File: config.mk
export PLATFORM = sky130hd
export DESIGN_NAME = iic_switch_clock_init
export DESIGN_NICKNAME = d
export VERILOG_FILES = /design/src/core/iic_switch_pkg.sv /design/src/core/iic_switch_clock_init.sv /design/src/core/line_bridge.sv
export SDC_FILE = /design/constraint.sdc
export NUM_CORES = 1
export LEC_CHECK = 0
export BUFFER_PORTS_ARGS = -buffer_cell sky130_fd_sc_hd__clkbuf_2
export CAP_MARGIN = 20
export CELL_PAD_IN_SITES_DETAIL_PLACEMENT = 2
export CELL_PAD_IN_SITES_GLOBAL_PLACEMENT = 2
export CORE_MARGIN = 1.5
export CORE_UTILIZATION = 41
export DETAILED_ROUTE_END_ITERATION = 8
export HOLD_SLACK_MARGIN = 0.05
export PLACE_DENSITY_LB_ADDON = 0.08
export SLEW_MARGIN = 20
export SYNTH_ARGS = -nofsm -noshare
export SYNTH_HDL_FRONTEND = slang
export SYNTH_SLANG_ARGS = --single-unit
File: constraint.sdc
create_clock -name clk_sys -period 4.4 [get_ports clk_sys]
set_clock_uncertainty 0.2 [all_clocks]
set_input_delay 0.22 -clock clk_sys [delete_from_list [all_inputs] [get_ports clk_sys]]
set_output_delay 0.22 -clock clk_sys [all_outputs]
set_load 0.02 [all_outputs]
File: src/core/iic_switch_pkg.sv
// Shared constants and state types for the two-channel two-wire bus switch.
// Assumes a single 100 MHz system clock and open-drain pads resolved outside.
package iic_switch_pkg;

    // Clock period of clk_sys.
    localparam int CLK_PERIOD_NS = 10;

    // Number of downstream channels and select byte layout.
    localparam int CHANNELS = 2;
    localparam logic [3:0] TYPE_ID = 4'he;
    localparam int TYPE_MSB = 7;
    localparam int TYPE_LSB = 4;
    localparam int ADDR_FIXED_POS = 3;
    localparam logic ADDR_FIXED_VAL = 1'h0;
    localparam int STRAP_FIRST_POS = 2;
    localparam int STRAP_SECOND_POS = 1;
    localparam int DIR_POS = 0;
    localparam logic DIR_READ = 1'h1;

    // Control register: bit 0 enables channel 0, bit 1 enables channel 1.
    localparam int CH0_ENABLE_POS = 0;
    localparam int CH1_ENABLE_POS = 1;
    localparam logic [7:0] CTRL_RESET = 8'h00;

    // Bits per byte on the wire and the bit counter value after a whole byte.
    localparam logic [3:0] BYTE_BITS = 4'h8;

    // Wire release settle time; covers sync latency and slow pull-up rise.
    localparam int SETTLE_NS = 1000;
    localparam int SETTLE_CYC_INT = (SETTLE_NS + CLK_PERIOD_NS - 1) / CLK_PERIOD_NS;
    localparam logic [7:0] SETTLE_CYC = 8'(SETTLE_CYC_INT);

    // Downstream chips reachable once channel 0 is enabled.
    localparam logic [6:0] OSC_ADDR = 7'h5d;
    localparam logic [6:0] JITTER_ADDR = 7'h68;
    // Oscillator start-up and programmable range, in kHz.
    localparam int OSC_DEFAULT_KHZ = 156250;
    localparam int OSC_MIN_KHZ = 10000;
    localparam int OSC_MAX_KHZ = 810000;

    typedef enum logic [2:0] {
        SL_IDLE,
        SL_ADDR,
        SL_ADDR_ACK,
        SL_WDATA,
        SL_WACK,
        SL_RDATA,
        SL_RACK,
        SL_IGNORE
    } slave_state_t;

    typedef enum logic [1:0] {
        BR_IDLE,
        BR_UP_OWNS,
        BR_DN_OWNS,
        BR_SETTLE
    } bridge_state_t;

endpackage

File: src/core/iic_switch_clock_init.sv
// Two-channel two-wire bus switch with a strap-addressed control register.
// Assumes open-drain pads outside: each line is resolved from the enables, with pull-ups.
//
// Notes on behaviour
// - Respond only when select type is 1110.
// - Select byte: type, three address bits, direction.
// - Address field top bit fixed zero internally.
// - Select bits 2,1 match first, second strap.
// - Select bit 0 chooses read or write.
// - Control bit 0 connects channel 0.
// - Control bit 1 enables empty channel 1.
// - Enabled channel keeps passing traffic afterwards.
// - Read returns current control register content.
// - Oscillator answers at address 0x5D downstream.
// - Jitter attenuator answers at address 0x68 downstream.
// - Downstream isolated unless its channel enabled.
// - Attenuator outputs clocks only after initialisation.
// - Oscillator starts at 156.25 MHz default.
// - Oscillator programmable from 10 to 810 MHz.
// - Attenuator select pins direction set by register.
`timescale 1ns/1ps
module iic_switch_clock_init #(
    parameter int NUM_CH = iic_switch_pkg::CHANNELS
) (
    input wire logic clk_sys,
    input wire logic reset,
    input wire logic geo_strap_first,
    input wire logic geo_strap_second,
    input wire logic up_scl_in,
    output logic up_scl_out,
    output logic up_scl_oe_n,
    input wire logic up_sda_in,
    output logic up_sda_out,
    output logic up_sda_oe_n,
    input wire logic [NUM_CH-1:0] dn_scl_in,
    output logic [NUM_CH-1:0] dn_scl_out,
    output logic [NUM_CH-1:0] dn_scl_oe_n,
    input wire logic [NUM_CH-1:0] dn_sda_in,
    output logic [NUM_CH-1:0] dn_sda_out,
    output logic [NUM_CH-1:0] dn_sda_oe_n,
    output logic [NUM_CH-1:0] channel_enable
);
    import iic_switch_pkg::*;

    typedef struct packed {
        logic [1:0] strap_s1;
        logic [1:0] strap_s2;
        logic scl_s1;
        logic scl_s2;
        logic scl_p;
        logic sda_s1;
        logic sda_s2;
        logic sda_p;
        logic [NUM_CH-1:0] dscl_s1;
        logic [NUM_CH-1:0] dscl_s2;
        logic [NUM_CH-1:0] dsda_s1;
        logic [NUM_CH-1:0] dsda_s2;
        slave_state_t st;
        logic [3:0] cnt;
        logic [7:0] shift;
        logic wr_done;
        logic more;
        logic slave_drive;
        logic [NUM_CH-1:0] ctrl;
        logic up_scl_oe_n;
        logic up_sda_oe_n;
    } switch_t;

    switch_t state_ff;
    switch_t nxt_state;

    logic [NUM_CH-1:0] br_scl_up;
    logic [NUM_CH-1:0] br_sda_up;
    logic [NUM_CH-1:0] br_scl_oe_n;
    logic [NUM_CH-1:0] br_sda_oe_n;

    logic start_seen;
    logic stop_seen;
    logic scl_rise;
    logic scl_fall;
    logic addr_match;

    // Bus events are taken from the second synchroniser stage and its delayed copy.
    assign start_seen = state_ff.scl_s2 && state_ff.scl_p && state_ff.sda_p && !state_ff.sda_s2;
    assign stop_seen = state_ff.scl_s2 && state_ff.scl_p && !state_ff.sda_p && state_ff.sda_s2;
    assign scl_rise = state_ff.scl_s2 && !state_ff.scl_p;
    assign scl_fall = !state_ff.scl_s2 && state_ff.scl_p;

    // The select byte is type, fixed zero, two straps, direction.
    assign addr_match = (state_ff.shift[TYPE_MSB:TYPE_LSB] == TYPE_ID)
        && (state_ff.shift[ADDR_FIXED_POS] == ADDR_FIXED_VAL)
        && (state_ff.shift[STRAP_FIRST_POS] == state_ff.strap_s2[0])
        && (state_ff.shift[STRAP_SECOND_POS] == state_ff.strap_s2[1]);

    always_comb begin
        nxt_state = state_ff;
        nxt_state.strap_s1 = {geo_strap_second, geo_strap_first};
        nxt_state.strap_s2 = state_ff.strap_s1;
        nxt_state.scl_s1 = up_scl_in;
        nxt_state.scl_s2 = state_ff.scl_s1;
        nxt_state.scl_p = state_ff.scl_s2;
        nxt_state.sda_s1 = up_sda_in;
        nxt_state.sda_s2 = state_ff.sda_s1;
        nxt_state.sda_p = state_ff.sda_s2;
        nxt_state.dscl_s1 = dn_scl_in;
        nxt_state.dscl_s2 = state_ff.dscl_s1;
        nxt_state.dsda_s1 = dn_sda_in;
        nxt_state.dsda_s2 = state_ff.dsda_s1;

        if (stop_seen) begin
            nxt_state.st = SL_IDLE;
            nxt_state.slave_drive = 1'h0;
        end else if (start_seen) begin
            nxt_state.st = SL_ADDR;
            nxt_state.cnt = 4'h0;
            nxt_state.wr_done = 1'h0;
            nxt_state.slave_drive = 1'h0;
        end else begin
            case (state_ff.st)
                SL_ADDR: begin
                    if (scl_rise) begin
                        nxt_state.shift = {state_ff.shift[6:0], state_ff.sda_s2};
                        nxt_state.cnt = state_ff.cnt + 4'h1;
                    end else if (scl_fall && state_ff.cnt == BYTE_BITS) begin
                        if (addr_match) begin
                            nxt_state.st = SL_ADDR_ACK;
                            nxt_state.slave_drive = 1'h1;
                        end else begin
                            nxt_state.st = SL_IGNORE;
                        end
                    end
                end
                SL_ADDR_ACK: begin
                    if (scl_fall) begin
                        nxt_state.cnt = 4'h0;
                        if (state_ff.shift[DIR_POS] == DIR_READ) begin
                            nxt_state.st = SL_RDATA;
                            nxt_state.shift = 8'h00;
                            nxt_state.shift[NUM_CH-1:0] = state_ff.ctrl;
                            nxt_state.slave_drive = !(state_ff.ctrl[NUM_CH-1] && NUM_CH == 8);
                        end else begin
                            nxt_state.st = SL_WDATA;
                            nxt_state.slave_drive = 1'h0;
                        end
                    end
                end
                SL_WDATA: begin
                    if (scl_rise) begin
                        nxt_state.shift = {state_ff.shift[6:0], state_ff.sda_s2};
                        nxt_state.cnt = state_ff.cnt + 4'h1;
                    end else if (scl_fall && state_ff.cnt == BYTE_BITS) begin
                        if (state_ff.wr_done) begin
                            nxt_state.st = SL_IGNORE;
                        end else begin
                            nxt_state.st = SL_WACK;
                            nxt_state.slave_drive = 1'h1;
                        end
                    end
                end
                SL_WACK: begin
                    if (scl_fall) begin
                        nxt_state.slave_drive = 1'h0;
                        nxt_state.ctrl = state_ff.shift[NUM_CH-1:0];
                        nxt_state.wr_done = 1'h1;
                        nxt_state.cnt = 4'h0;
                        nxt_state.st = SL_WDATA;
                    end
                end
                SL_RDATA: begin
                    if (scl_rise) begin
                        nxt_state.cnt = state_ff.cnt + 4'h1;
                    end else if (scl_fall) begin
                        if (state_ff.cnt == BYTE_BITS) begin
                            nxt_state.slave_drive = 1'h0;
                            nxt_state.st = SL_RACK;
                        end else begin
                            nxt_state.slave_drive = !state_ff.shift[3'(4'h7 - state_ff.cnt)];
                        end
                    end
                end
                SL_RACK: begin
                    if (scl_rise) begin
                        nxt_state.more = !state_ff.sda_s2;
                    end else if (scl_fall) begin
                        nxt_state.cnt = 4'h0;
                        if (state_ff.more) begin
                            nxt_state.st = SL_RDATA;
                            nxt_state.shift = 8'h00;
                            nxt_state.shift[NUM_CH-1:0] = state_ff.ctrl;
                            nxt_state.slave_drive = 1'h1;
                        end else begin
                            nxt_state.st = SL_IGNORE;
                        end
                    end
                end
                default: begin
                    nxt_state.slave_drive = 1'h0;
                end
            endcase
        end

        nxt_state.up_scl_oe_n = !(|br_scl_up);
        nxt_state.up_sda_oe_n = !(state_ff.slave_drive || (|br_sda_up));
    end

    always_ff @(posedge clk_sys) begin
        if (reset) begin
            state_ff <= '0;
            state_ff.scl_s1 <= 1'h1;
            state_ff.scl_s2 <= 1'h1;
            state_ff.scl_p <= 1'h1;
            state_ff.sda_s1 <= 1'h1;
            state_ff.sda_s2 <= 1'h1;
            state_ff.sda_p <= 1'h1;
            state_ff.st <= SL_IDLE;
            state_ff.ctrl <= CTRL_RESET[NUM_CH-1:0];
            state_ff.up_scl_oe_n <= 1'h1;
            state_ff.up_sda_oe_n <= 1'h1;
        end else begin
            state_ff <= nxt_state;
        end
    end

    // Each channel repeats both lines; channel 1 works although nothing is fitted on it.
    for (genvar ch = 0; ch < NUM_CH; ch++) begin : g_chan
        line_bridge u_scl (
            .clk_sys(clk_sys),
            .reset(reset),
            .enable(state_ff.ctrl[ch]),
            .up_level(state_ff.scl_s2),
            .dn_level(state_ff.dscl_s2[ch]),
            .drive_up(br_scl_up[ch]),
            .dn_oe_n(br_scl_oe_n[ch])
        );
        line_bridge u_sda (
            .clk_sys(clk_sys),
            .reset(reset),
            .enable(state_ff.ctrl[ch]),
            .up_level(state_ff.sda_s2),
            .dn_level(state_ff.dsda_s2[ch]),
            .drive_up(br_sda_up[ch]),
            .dn_oe_n(br_sda_oe_n[ch])
        );
    end

    assign up_scl_out = 1'h0;
    assign up_sda_out = 1'h0;
    assign dn_scl_out = '0;
    assign dn_sda_out = '0;
    assign up_scl_oe_n = state_ff.up_scl_oe_n;
    assign up_sda_oe_n = state_ff.up_sda_oe_n;
    assign dn_scl_oe_n = br_scl_oe_n;
    assign dn_sda_oe_n = br_sda_oe_n;
    assign channel_enable = state_ff.ctrl;
endmodule

File: src/core/line_bridge.sv
// One open-drain line repeated between the upstream bus and one downstream channel.
// Assumes both level inputs are already synchronised to clk_sys.
`timescale 1ns/1ps
module line_bridge (
    input wire logic clk_sys,
    input wire logic reset,
    input wire logic enable,
    input wire logic up_level,
    input wire logic dn_level,
    output logic drive_up,
    output logic dn_oe_n
);
    import iic_switch_pkg::*;

    typedef struct packed {
        bridge_state_t st;
        logic [7:0] cnt;
        logic drive_up;
        logic dn_oe_n;
    } bridge_t;

    bridge_t state_ff;
    bridge_t nxt_state;

    // The side that pulls low first owns the line; after release both sides are
    // left alone for a settle time, so our own echo cannot latch the line low.
    always_comb begin
        nxt_state = state_ff;
        case (state_ff.st)
            BR_IDLE: begin
                if (enable && !up_level) begin
                    nxt_state.st = BR_UP_OWNS;
                    nxt_state.dn_oe_n = 1'h0;
                end else if (enable && !dn_level) begin
                    nxt_state.st = BR_DN_OWNS;
                    nxt_state.drive_up = 1'h1;
                end
            end
            BR_UP_OWNS: begin
                if (!enable || up_level) begin
                    nxt_state.st = BR_SETTLE;
                    nxt_state.cnt = 8'h00;
                    nxt_state.dn_oe_n = 1'h1;
                end
            end
            BR_DN_OWNS: begin
                if (!enable || dn_level) begin
                    nxt_state.st = BR_SETTLE;
                    nxt_state.cnt = 8'h00;
                    nxt_state.drive_up = 1'h0;
                end
            end
            BR_SETTLE: begin
                nxt_state.cnt = state_ff.cnt + 8'h01;
                if (state_ff.cnt >= SETTLE_CYC - 8'h01) begin
                    nxt_state.st = BR_IDLE;
                end
            end
            default: begin
                nxt_state.st = BR_IDLE;
            end
        endcase
    end

    always_ff @(posedge clk_sys) begin
        if (reset) begin
            state_ff <= '{st: BR_IDLE, cnt: 8'h00, drive_up: 1'h0, dn_oe_n: 1'h1};
        end else begin
            state_ff <= nxt_state;
        end
    end

    assign drive_up = state_ff.drive_up;
    assign dn_oe_n = state_ff.dn_oe_n;
endmodule

==> run metrics, run 1 <==
Routed met1 length 5630 um; RSZ-0062 raised after global routing no; Avg WL per Cell about 18 um; Worst VDD drop roughly 0.25 mV; Worst setup EP type register; Total Wirelength about 12000 um; final setup vio count 0; fin area 5160 um^2; placed cell area between 4000 and 5000 um^2; CTS tree yes; Switch Pwr between 0.0007 and 0.0008 W; hold_buf cts 8; Hold Path Stages 1; Nets around 600; Critical Path AT 2500 ps; outcome complete, no violations; Sw Ratio approximately a third; DR iter-0 viols between 100 and 150; initial core utilization between 40 and 50%; Reg2Reg Depth 5; Startpoint Class register; Sequential Power Share between 40% and 50%; Post-DP HPWL about 8600 um; largest net degree at the start of global routing 45; drt drc 0; GP Congestion ~0.75; IO Pins 24; Syn Area/Cell about 8.7 um^2; Final period util a little under three fifths; Seq cells post-synth between 80 and 90; Worst EP required approximately 4400 ps; # Post-CTS Setup Buffers 0; Slew Limit Fails 0; post-route setup TNS 0 ps; Slew headroom 32.2%; Die ar. between 10000 and 15000 um^2; Met2 Wirelength 6420 um; Worst-Margin Slew roughly 1000 ps; # clock sinks 88; std cell rows 38; post_cts resized 0; DR vias just under 4000; Routed Antenna Nets 0; Root Buffer Master clkbuf_16; number of global-route vias before repair around 4200; Worst-path clk slew 70 ps; post-synthesis sequential area ratio between 30% and 40%; Mapped Cells about 540; Internal Power around 0.0015 W; critical path fanouts, max 20; met3 wire len 170 um; Vias/cell ~5.6; fraction of the mapped netlist area in compound gates 16.5%; htree depth 3; Worst-Skew Late Latency about 350 ps; simple-gate area share of the yosys netlist 24.8%; Synth cell types 69; most frequent cells in the layout 88 x dfxtp_1, 61 x nor2_1, 34 x nand2_1; Setup CP Type register to register; n_diodes 0; clock tree buffer depth 2; PortBufs 17; fraction of layout cells with a size suffix above 1 a little under an eighth; share of flip-flops with an asynchronous set or reset 0%; Core Util, Final between 40% and 50%; Layout area overhead 9.73%; Fmax around 400 MHz; GRT Total Usage between 20% and 30%; Hold Fails Final Rpt 0; leakage 1.83 nW; logic gate share of total power around a quarter; power per cell area ~430 nW/um^2; Final min period between 2000 and 2500 ps; Maximum Capacitance Violations 0; XOR/XNOR share of the synthesized area under 10%; Yosys warning count 0; commonest non-fill, non-tap cell in the layout dfxtp_1; clock power share between 30% and 40%; uppermost layer routed met4; HP Class register to register; global-route wire length before repair 20800 um; grt total ovfl 0; Num CTS Buffers 9; EDFF count, synth 0; mux contribution to synthesized area under 10%; main combinational cell family by area after synthesis simple AND/OR/NAND/NOR gates; synthesized area 4710 um^2; initial antenna violation count 0; Die Span Y around 110 um; Post-Synth Adder-Cell Area between 6 and 7%; DRT Pass-1 Iters 4; Die X ~110 um; core box area between 10000 and 15000 um^2; ys flop type dfxtp_1
==> cell families (layout without fill, tap and decap cells) <==
kind of cell / after synthesis / in the layout
buffers and inverters: 58 / 68
muxes: 7 / 7
adders and majority gates: 24 / 24
DFF: 88 / 88
and+or+nand+nor: 219 / 219
xor gates and xnor gates: 32 / 32
other: 1 / 6
AOI/OAI and AO/OA: 110 / 110
==> power groups by stage <==
stage                     clock network, W  registers (W)  logic, W
after floorplan                          0       0.000891  0.000414
after global placement                   0       0.000906  0.000478
after detailed placement                 0       0.000912  0.000507
after CTS                         0.000824       0.000894  0.000532
after global routing              0.000851       0.000901  0.000600
final                             0.000800       0.000894  0.000532
==> stage by stage <==
| step | setup WS, ps | hold WS [ps] | total power, W | std cells |
|---|---|---|---|---|
| 6_report | 1910 | 228 | 0.00223 | 694 |
| 5_1_grt | 1680 | 229 | 0.00235 | 694 |
| 4_1_cts | 1910 | 224 | 0.00225 | 693 |
| 3_5_place_dp | 1910 | 206 | 0.00142 | 669 |
| 3_3_place_gp | 2020 | 203 | 0.00138 | 669 |
| 2_1_floorplan | 2530 | 124 | 0.00130 | 544 |
==> area by class of cell <==
type                    count  area, um^2
repair buffers             27         178
inverters                  25        93.8
well taps                 140         175
multi-input cells         398        2650
flip-flops and latches     88        1760
clock buffers              11         253
clock inverters             5        55.1
fillers                  1209        5870
==> flip-flops by register name (all words and copies together) (netlist names) <==
signal / count
g_chan.u_sda.drive_up: 2
g_chan.u_scl.state_ff: 20
channel_enable: 2
state_ff: 26
g_chan.u_scl.drive_up: 2
g_chan.u_sda.state_ff: 20
g_chan.u_sda.dn_oe_n: 2
nxt_state: 10
g_chan.u_scl.dn_oe_n: 2
up_sda_oe_n: 1
up_scl_oe_n: 1
==> synth_stat cells (all sizes together), types with 3 or more instances <==
cell,count,area share [%]
a21oi,30,3.6
ha,24,6.4
o21ai,24,2.6
xnor2,30,5.6
nor2b,20,2.8
nor2,61,4.9
mux2i,3,0.64
buf,23,3.3
nand4,10,1.3
a21boi,4,0.64
nand2,34,2.7
inv,25,2.0
o32ai,3,0.72
nor4b,7,1.3
nor4,8,1.1
dfxtp,88,37
a311o,4,0.96
a211oi,10,1.6
or4,4,0.64
nand2b,14,1.9
nor3b,4,0.64
nor3,16,1.8
nand3,16,1.7
o31ai,4,0.64
clkbuf,10,1.4
or2,11,1.5
a22o,9,1.7
o211ai,3,0.48
==> per-layer routing <==
metal	GRT usage, %	up-vias
met5	0	-
met3	3.23	12
met1	26.9	1921
met2	40.1	27
met4	7.78	0
li1	-	1896
==> final timing paths <==
| kind | from | endpoint | slack, ps |
|---|---|---|---|
| hold / removal | nxt_state[31]$_SDFF_PP1_ | nxt_state[30]$_SDFF_PP1_ | 230 |
| setup reg to reg | nxt_state[33]$_SDFF_PP1_ | state_ff[16]$_SDFFE_PP0P_ | 1910 |
| setup / recovery | nxt_state[33]$_SDFF_PP1_ | state_ff[16]$_SDFFE_PP0P_ | 1910 |
| hold reg to reg | nxt_state[31]$_SDFF_PP1_ | nxt_state[30]$_SDFF_PP1_ | 230 |
==> critical path: stages (launching register included) <==
cell	delay (ps)
dfxtp_1	710
nor2b_2	410
mux2_4	330
a31o_2	250
a211oi_1	300
o32ai_1	140
No activity file was read; power rests on OpenSTA's default activity.
==> run 2: changes to the inputs <==
--- a/config.mk
+++ b/config.mk
@@ -10,7 +10,7 @@
 export CELL_PAD_IN_SITES_DETAIL_PLACEMENT = 2
 export CELL_PAD_IN_SITES_GLOBAL_PLACEMENT = 2
 export CORE_MARGIN = 1.5
-export CORE_UTILIZATION = 41
+export CORE_UTILIZATION = 38
 export DETAILED_ROUTE_END_ITERATION = 8
 export HOLD_SLACK_MARGIN = 0.05
 export PLACE_DENSITY_LB_ADDON = 0.08
==> constraint.sdc (replaced) <==
create_clock -name clk_sys -period 2.4 [get_ports clk_sys]
set_clock_uncertainty 0.2 [all_clocks]
set_input_delay 0.12 -clock clk_sys [delete_from_list [all_inputs] [get_ports clk_sys]]
set_output_delay 0.12 -clock clk_sys [all_outputs]
set_load 0.02 [all_outputs]
==> run metrics, run 2 (synthesis results as in run 1) <==
Routed Antenna Nets 0; leakage between 1.5 and 2 nW; fraction of layout cells with a size suffix above 1 between 10% and 20%; Fmax ~450 MHz; most frequent cells in the layout 88 x dfxtp_1, 61 x nor2_1, 34 x nand2_1; Slew Limit Fails 0; Root Buffer Master clkbuf_16; Die Span Y 114 um; Vias/cell between 5 and 6; number of global-route vias before repair 4305; Nets 608; largest net degree at the start of global routing 22; Final period util between 90% and 100%; Final min period around 2200 ps; # Post-CTS Setup Buffers 0; placed cell area roughly 5000 um^2; Die X around 110 um; Worst Hold Launch nxt_state[34]$_SDFF_PP1_; Slew headroom 55.8%; # clock sinks around 90; Worst EP required approximately 2400 ps; Critical Path AT around 2200 ps; Hold Fails Final Rpt 0; GR peak layer met2; grt total ovfl 0; n_diodes 0; Maximum Capacitance Violations 0; pre-CTS setup slack 197 ps; GP Congestion roughly 0.79; Worst setup EP type register; RSZ-0062 raised after global routing no; slowest stage delay, CP between 500 and 600 ps; global-route wire length before repair 22000 um; initial core utilization between 30% and 40%; Post-DP HPWL just over 9000 um; Reg2Reg Depth 6; initial antenna violation count 0; Worst-Margin Slew ~660 ps; Worst-path clk slew about 70 ps; drt drc 0; critical path fanouts, max 11; DRT Pass-1 Iters 4; fill cell count about 1300; most frequent CP cell a211oi_1; final setup vio count 0; Reg with most FFs state_ff; Worst Setup SP nxt_state[33]$_SDFF_PP1_; top flop regs state_ff (26), g_chan.u_scl.state_ff (20), g_chan.u_sda.state_ff (20); M2 GR Usage roughly two fifths; Worst-Skew Late Latency 350 ps; GRT met1 Usage 26.1%; Setup CP Type register to register; Hold Path Stages 1; core box area about 12000 um^2; GRT Total Usage about 22%; HP Class register to register; Total Wirelength 12800 um; grt met3 use roughly 3.3%; DR iter-0 viols roughly 140; CTS tree yes; Avg WL per Cell around 17 um; beginning of the worst register-to-register path nxt_state[33]$_SDFF_PP1_; number of flip-flops in the largest register 26; Num CTS Buffers 9; Layout area overhead 14.9%; post-route setup TNS 0 ps; htree depth 3; worst setup margin about 200 ps; outcome complete, no violations; DR vias 3943; Startpoint Class register; CP Cell Sequence buf_4 -> nand2b_1 -> a21oi_4 -> a311o_2 -> a211oi_1 -> a211oi_1; Die ar. approximately 13000 um^2; Slowest-stage cell, CP dfxtp_1; commonest non-fill, non-tap cell in the layout dfxtp_1; fin area ~5400 um^2; power per cell area between 700 and 800 nW/um^2; clock tree buffer depth 2; std cell rows 40; total power approximately 0.0042 W; IO Pins 24; Worst VDD drop ~0.74 mV; PortBufs 17
## run 2: final cells by class
class | instances | area [um^2] | share of cell area [%]
Tap cell | 168 | 210 | 3.89
Multi-Input combinational cell | 398 | 2660 | 49.1
Timing Repair Buffer | 52 | 383 | 7.08
Clock inverter | 7 | 78.8 | 1.46
Clock buffer | 9 | 225 | 4.16
Sequential cell | 88 | 1760 | 32.6
Inverter | 25 | 93.8 | 1.74
## run 2: final timing paths
path                                               end  slack (ps)
max          g_chan[1].u_scl.state_ff[10]$_SDFFE_PP0P_         200
min                           nxt_state[33]$_SDFF_PP1_         220
max reg2reg  g_chan[1].u_scl.state_ff[10]$_SDFFE_PP0P_         200
min reg2reg                   nxt_state[33]$_SDFF_PP1_         220
## run 2: metrics by stage
step | utilization, % | hold slack (ps) | instances
6_report | 44.8 | 221 | 747
5_1_grt | 44.8 | 247 | 747
4_1_cts | 44.8 | 228 | 747
3_5_place_dp | 41.1 | 118 | 717
3_3_place_gp | 41.1 | 109 | 717
2_1_floorplan | - | 23.8 | 544
## run 2: critical path, delay by kind of cell, from the launching register on
family          cells  cell delay [ps]
compound gates      4              910
flops               1              550
buf+inv             1              240
simple gates        1              170
## run 2: where the power goes
group          leakage, nW  switching [W]  total (W)  internal, W
Clock                0.151       0.000656    0.00148     0.000821
Sequential           0.715      0.0000823    0.00163      0.00155
Combinational         1.09       0.000612    0.00106     0.000448
Total                 1.96        0.00135    0.00417      0.00282
## run 2: per-layer routing
metal	up-vias	wire, um
li1	1943	-
met1	1943	5710
met2	37	6660
met3	20	231
met4	0	251
met5	-	0
## run 2: timing repair
item / CTS / global route
resized for setup: 0 / 1
hold endpoints to repair: 15 / 0
hold buffers: 14 / 0
setup endpoints to repair: 0 / 1
==> run 3: changes to the inputs <==
--- a/config.mk
+++ b/config.mk
@@ -17,4 +17,5 @@
 export SLEW_MARGIN = 20
 export SYNTH_ARGS = -nofsm -noshare
 export SYNTH_HDL_FRONTEND = slang
+export SYNTH_HIERARCHICAL = 1
 export SYNTH_SLANG_ARGS = --single-unit
==> run metrics, run 3 <==
outcome complete, no violations; fin cells between 700 and 800; final setup vio count 0; IO Pins 24; beginning of the worst register-to-register path g_chan[1].u_scl/state_ff[10]$_SDFFE_PP0P_; most frequent cells in the layout 88 x dfxtp_1, 49 x a21oi_1, 39 x nand2_1; global-route wire length before repair 25200 um; synthesized area 4960 um^2; clock tree buffer depth 2; FF-to-FF End g_chan[1].u_scl/state_ff[9]$_SDFFE_PP0P_; Worst-Margin Slew 541 ps; core box area about 13000 um^2; share of flip-flops with an asynchronous set or reset 0%; Syn Area/Cell approximately 8.6 um^2; Final period util slightly above 90%; Worst Hold Launch nxt_state[34]$_SDFF_PP1_; Yosys warning count 6; CTS tree yes; fraction of layout cells with a size suffix above 1 around a fifth; Worst R2R Setup Slack between 150 and 200 ps; largest net degree at the start of global routing 24; number of global-route vias before repair 4921; power per cell area about 840 nW/um^2; Worst-path clk slew around 70 ps; top flop regs state_ff (26), g_chan.u_scl/state_ff (20), g_chan.u_sda/state_ff (20); Layout area overhead 14.7%; GRT Total Usage roughly a quarter; DR vias 4499; Synth area leader dfxtp_1; RSZ-0062 raised after global routing no; Placed Instances around 760; crit path capture g_chan[1].u_scl/state_ff[9]$_SDFFE_PP0P_; Worst VDD drop approximately 0.44 mV; Avg WL per Cell 19.2 um; top post-synthesis cells by area dfxtp_1 36%, ha_1 5.6%, a21oi_1 4.9%; Worst EP required 2480 ps; DRT Pass-1 Iters 4; Die Span Y approximately 120 um; commonest non-fill, non-tap cell in the layout dfxtp_1; Slew headroom ~64%; area of the multi-input gates around 2900 um^2; n_diodes 0; Synth cell types between 70 and 80; EDFF count, synth 0; std cell rows a little over 40; # Post-CTS Setup Buffers 0; Vias/cell 5.70; Root Buffer Master clkbuf_16; Total Wirelength between 15000 and 20000 um; Die X ~120 um; Worst setup EP type register; GP Congestion 0.823; # clock sinks 88; Startpoint Class register; initial antenna violation count 0; FF+latch area around 1800 um^2; Maximum Capacitance Violations 0; critical path fanouts, max 16; Routed Antenna Nets 0; Critical Path AT 2310 ps; Num CTS Buffers 9; post-route setup TNS 0 ps; Slew Limit Fails 0; Fmax around 450 MHz; htree depth 3; leakage 2.15 nW; tightest hold margin 234 ps; count leader, synth dfxtp_1; drt drc 0; PortBufs 17; Final min period between 2000 and 2500 ps; post-synth top area share 35.5%; Die ar. between 10000 and 15000 um^2; Nets ~640; DR iter-0 viols between 150 and 200; grt total ovfl 0; number of flip-flops in the largest register 26; Seq cells post-synth 88; Mapped Cells ~580; fill cell count around 1400; Worst Setup SP g_chan[1].u_scl/state_ff[10]$_SDFFE_PP0P_; Worst-Skew Late Latency between 300 and 400 ps; Setup CP Type register to register; HP Class register to register; initial core utilization about two fifths; Hold Path Stages 1; top cells by count, synth 88 x dfxtp_1, 49 x a21oi_1, 39 x nand2_1; Reg2Reg Depth 6; Post-DP HPWL between 10000 and 15000 um; ys flop type dfxtp_1; Hold Fails Final Rpt 0; Reg with most FFs state_ff; post-synthesis sequential area ratio 35.5%
-- run 3: cell types whose count changed after synthesis, moves of 10 or more --
cell,previous run,this run
a21oi_1,25,49
a31oi_1,2,12
nand2b_1,14,3
nor2_1,61,29
nor3_1,15,5
o21ai_0,22,38
o31ai_1,4,21
or3_1,2,12
xnor2_1,30,2
-- run 3: worst min path at each step --
stage,to,slack [ps]
finish,nxt_state[33]$_SDFF_PP1_,230
global route,nxt_state[33]$_SDFF_PP1_,250
CTS,nxt_state[33]$_SDFF_PP1_,240
detailed placement,nxt_state[31]$_SDFF_PP1_,110
global placement,nxt_state[31]$_SDFF_PP1_,110
floorplan,g_chan[0].u_scl/drive_up$_SDFFE_PP0P_,-10
-- run 3: timing repair --
item / in CTS / in global routing
hold buffers: 12 / 0
setup endpoints to repair: 0 / 2
hold endpoints to repair: 11 / 0
resized for setup: 0 / 2
-- run 3: through the flow --
step                      util [%]  worst slack, ps  total power, W  area [um^2]
final                         44.9              176         0.00479         5680
after global routing          44.9             43.4         0.00508         5680
after CTS                     44.8              127         0.00484         5680
after detailed placement      41.3              161         0.00320         5230
after global placement        41.3              261         0.00309         5230
after floorplan                  -              389         0.00277         4970
-- run 3: cell type report --
cell class	instances	share of cell area [%]
multi-input cells	425	50.3
flip-flops and latches	88	31.0
well taps	172	3.79
repair buffers	54	6.91
clock inverters	7	1.78
clock buffers	9	3.96
inverters	34	2.25
-- run 3: metal layers --
layer | vias to the layer above | GRT usage, % | part of all wire [%]
met3 | 22 | 3.14 | 2.0
met4 | 0 | 8.27 | 1.7
met5 | - | 0 | 0
met1 | 2259 | 30.2 | 46
li1 | 2165 | - | -
met2 | 53 | 41.7 | 50
-- run 3: critical path: stages (launching register included) --
cell     delay [ps]
dfxtp_1         380
inv_1            90
ha_1            210
and2b_2         210
o21a_1          360
or4_4           580
a21oi_2         140
-- run 3: kinds of logic after synthesis --
group                      Yosys count  share of synthesized area (%)
buffers and inverters               67                           7.19
and+or+nand+nor                    204                           24.9
adders and majority gates           22                           5.55
xor gates and xnor gates             3                          0.530
muxes                                6                           1.74
DFF                                 88                           35.5
AOI/OAI and AO/OA                  184                           24.5
other                                1                         0.0757
-- run 3: report_power, final --
part | switching, W | leakage, nW | total (W) | internal [W]
registers | 0.000110 | 0.715 | 0.00169 | 0.00158
clock network | 0.000654 | 0.158 | 0.00158 | 0.000926
logic | 0.000927 | 1.28 | 0.00152 | 0.000591
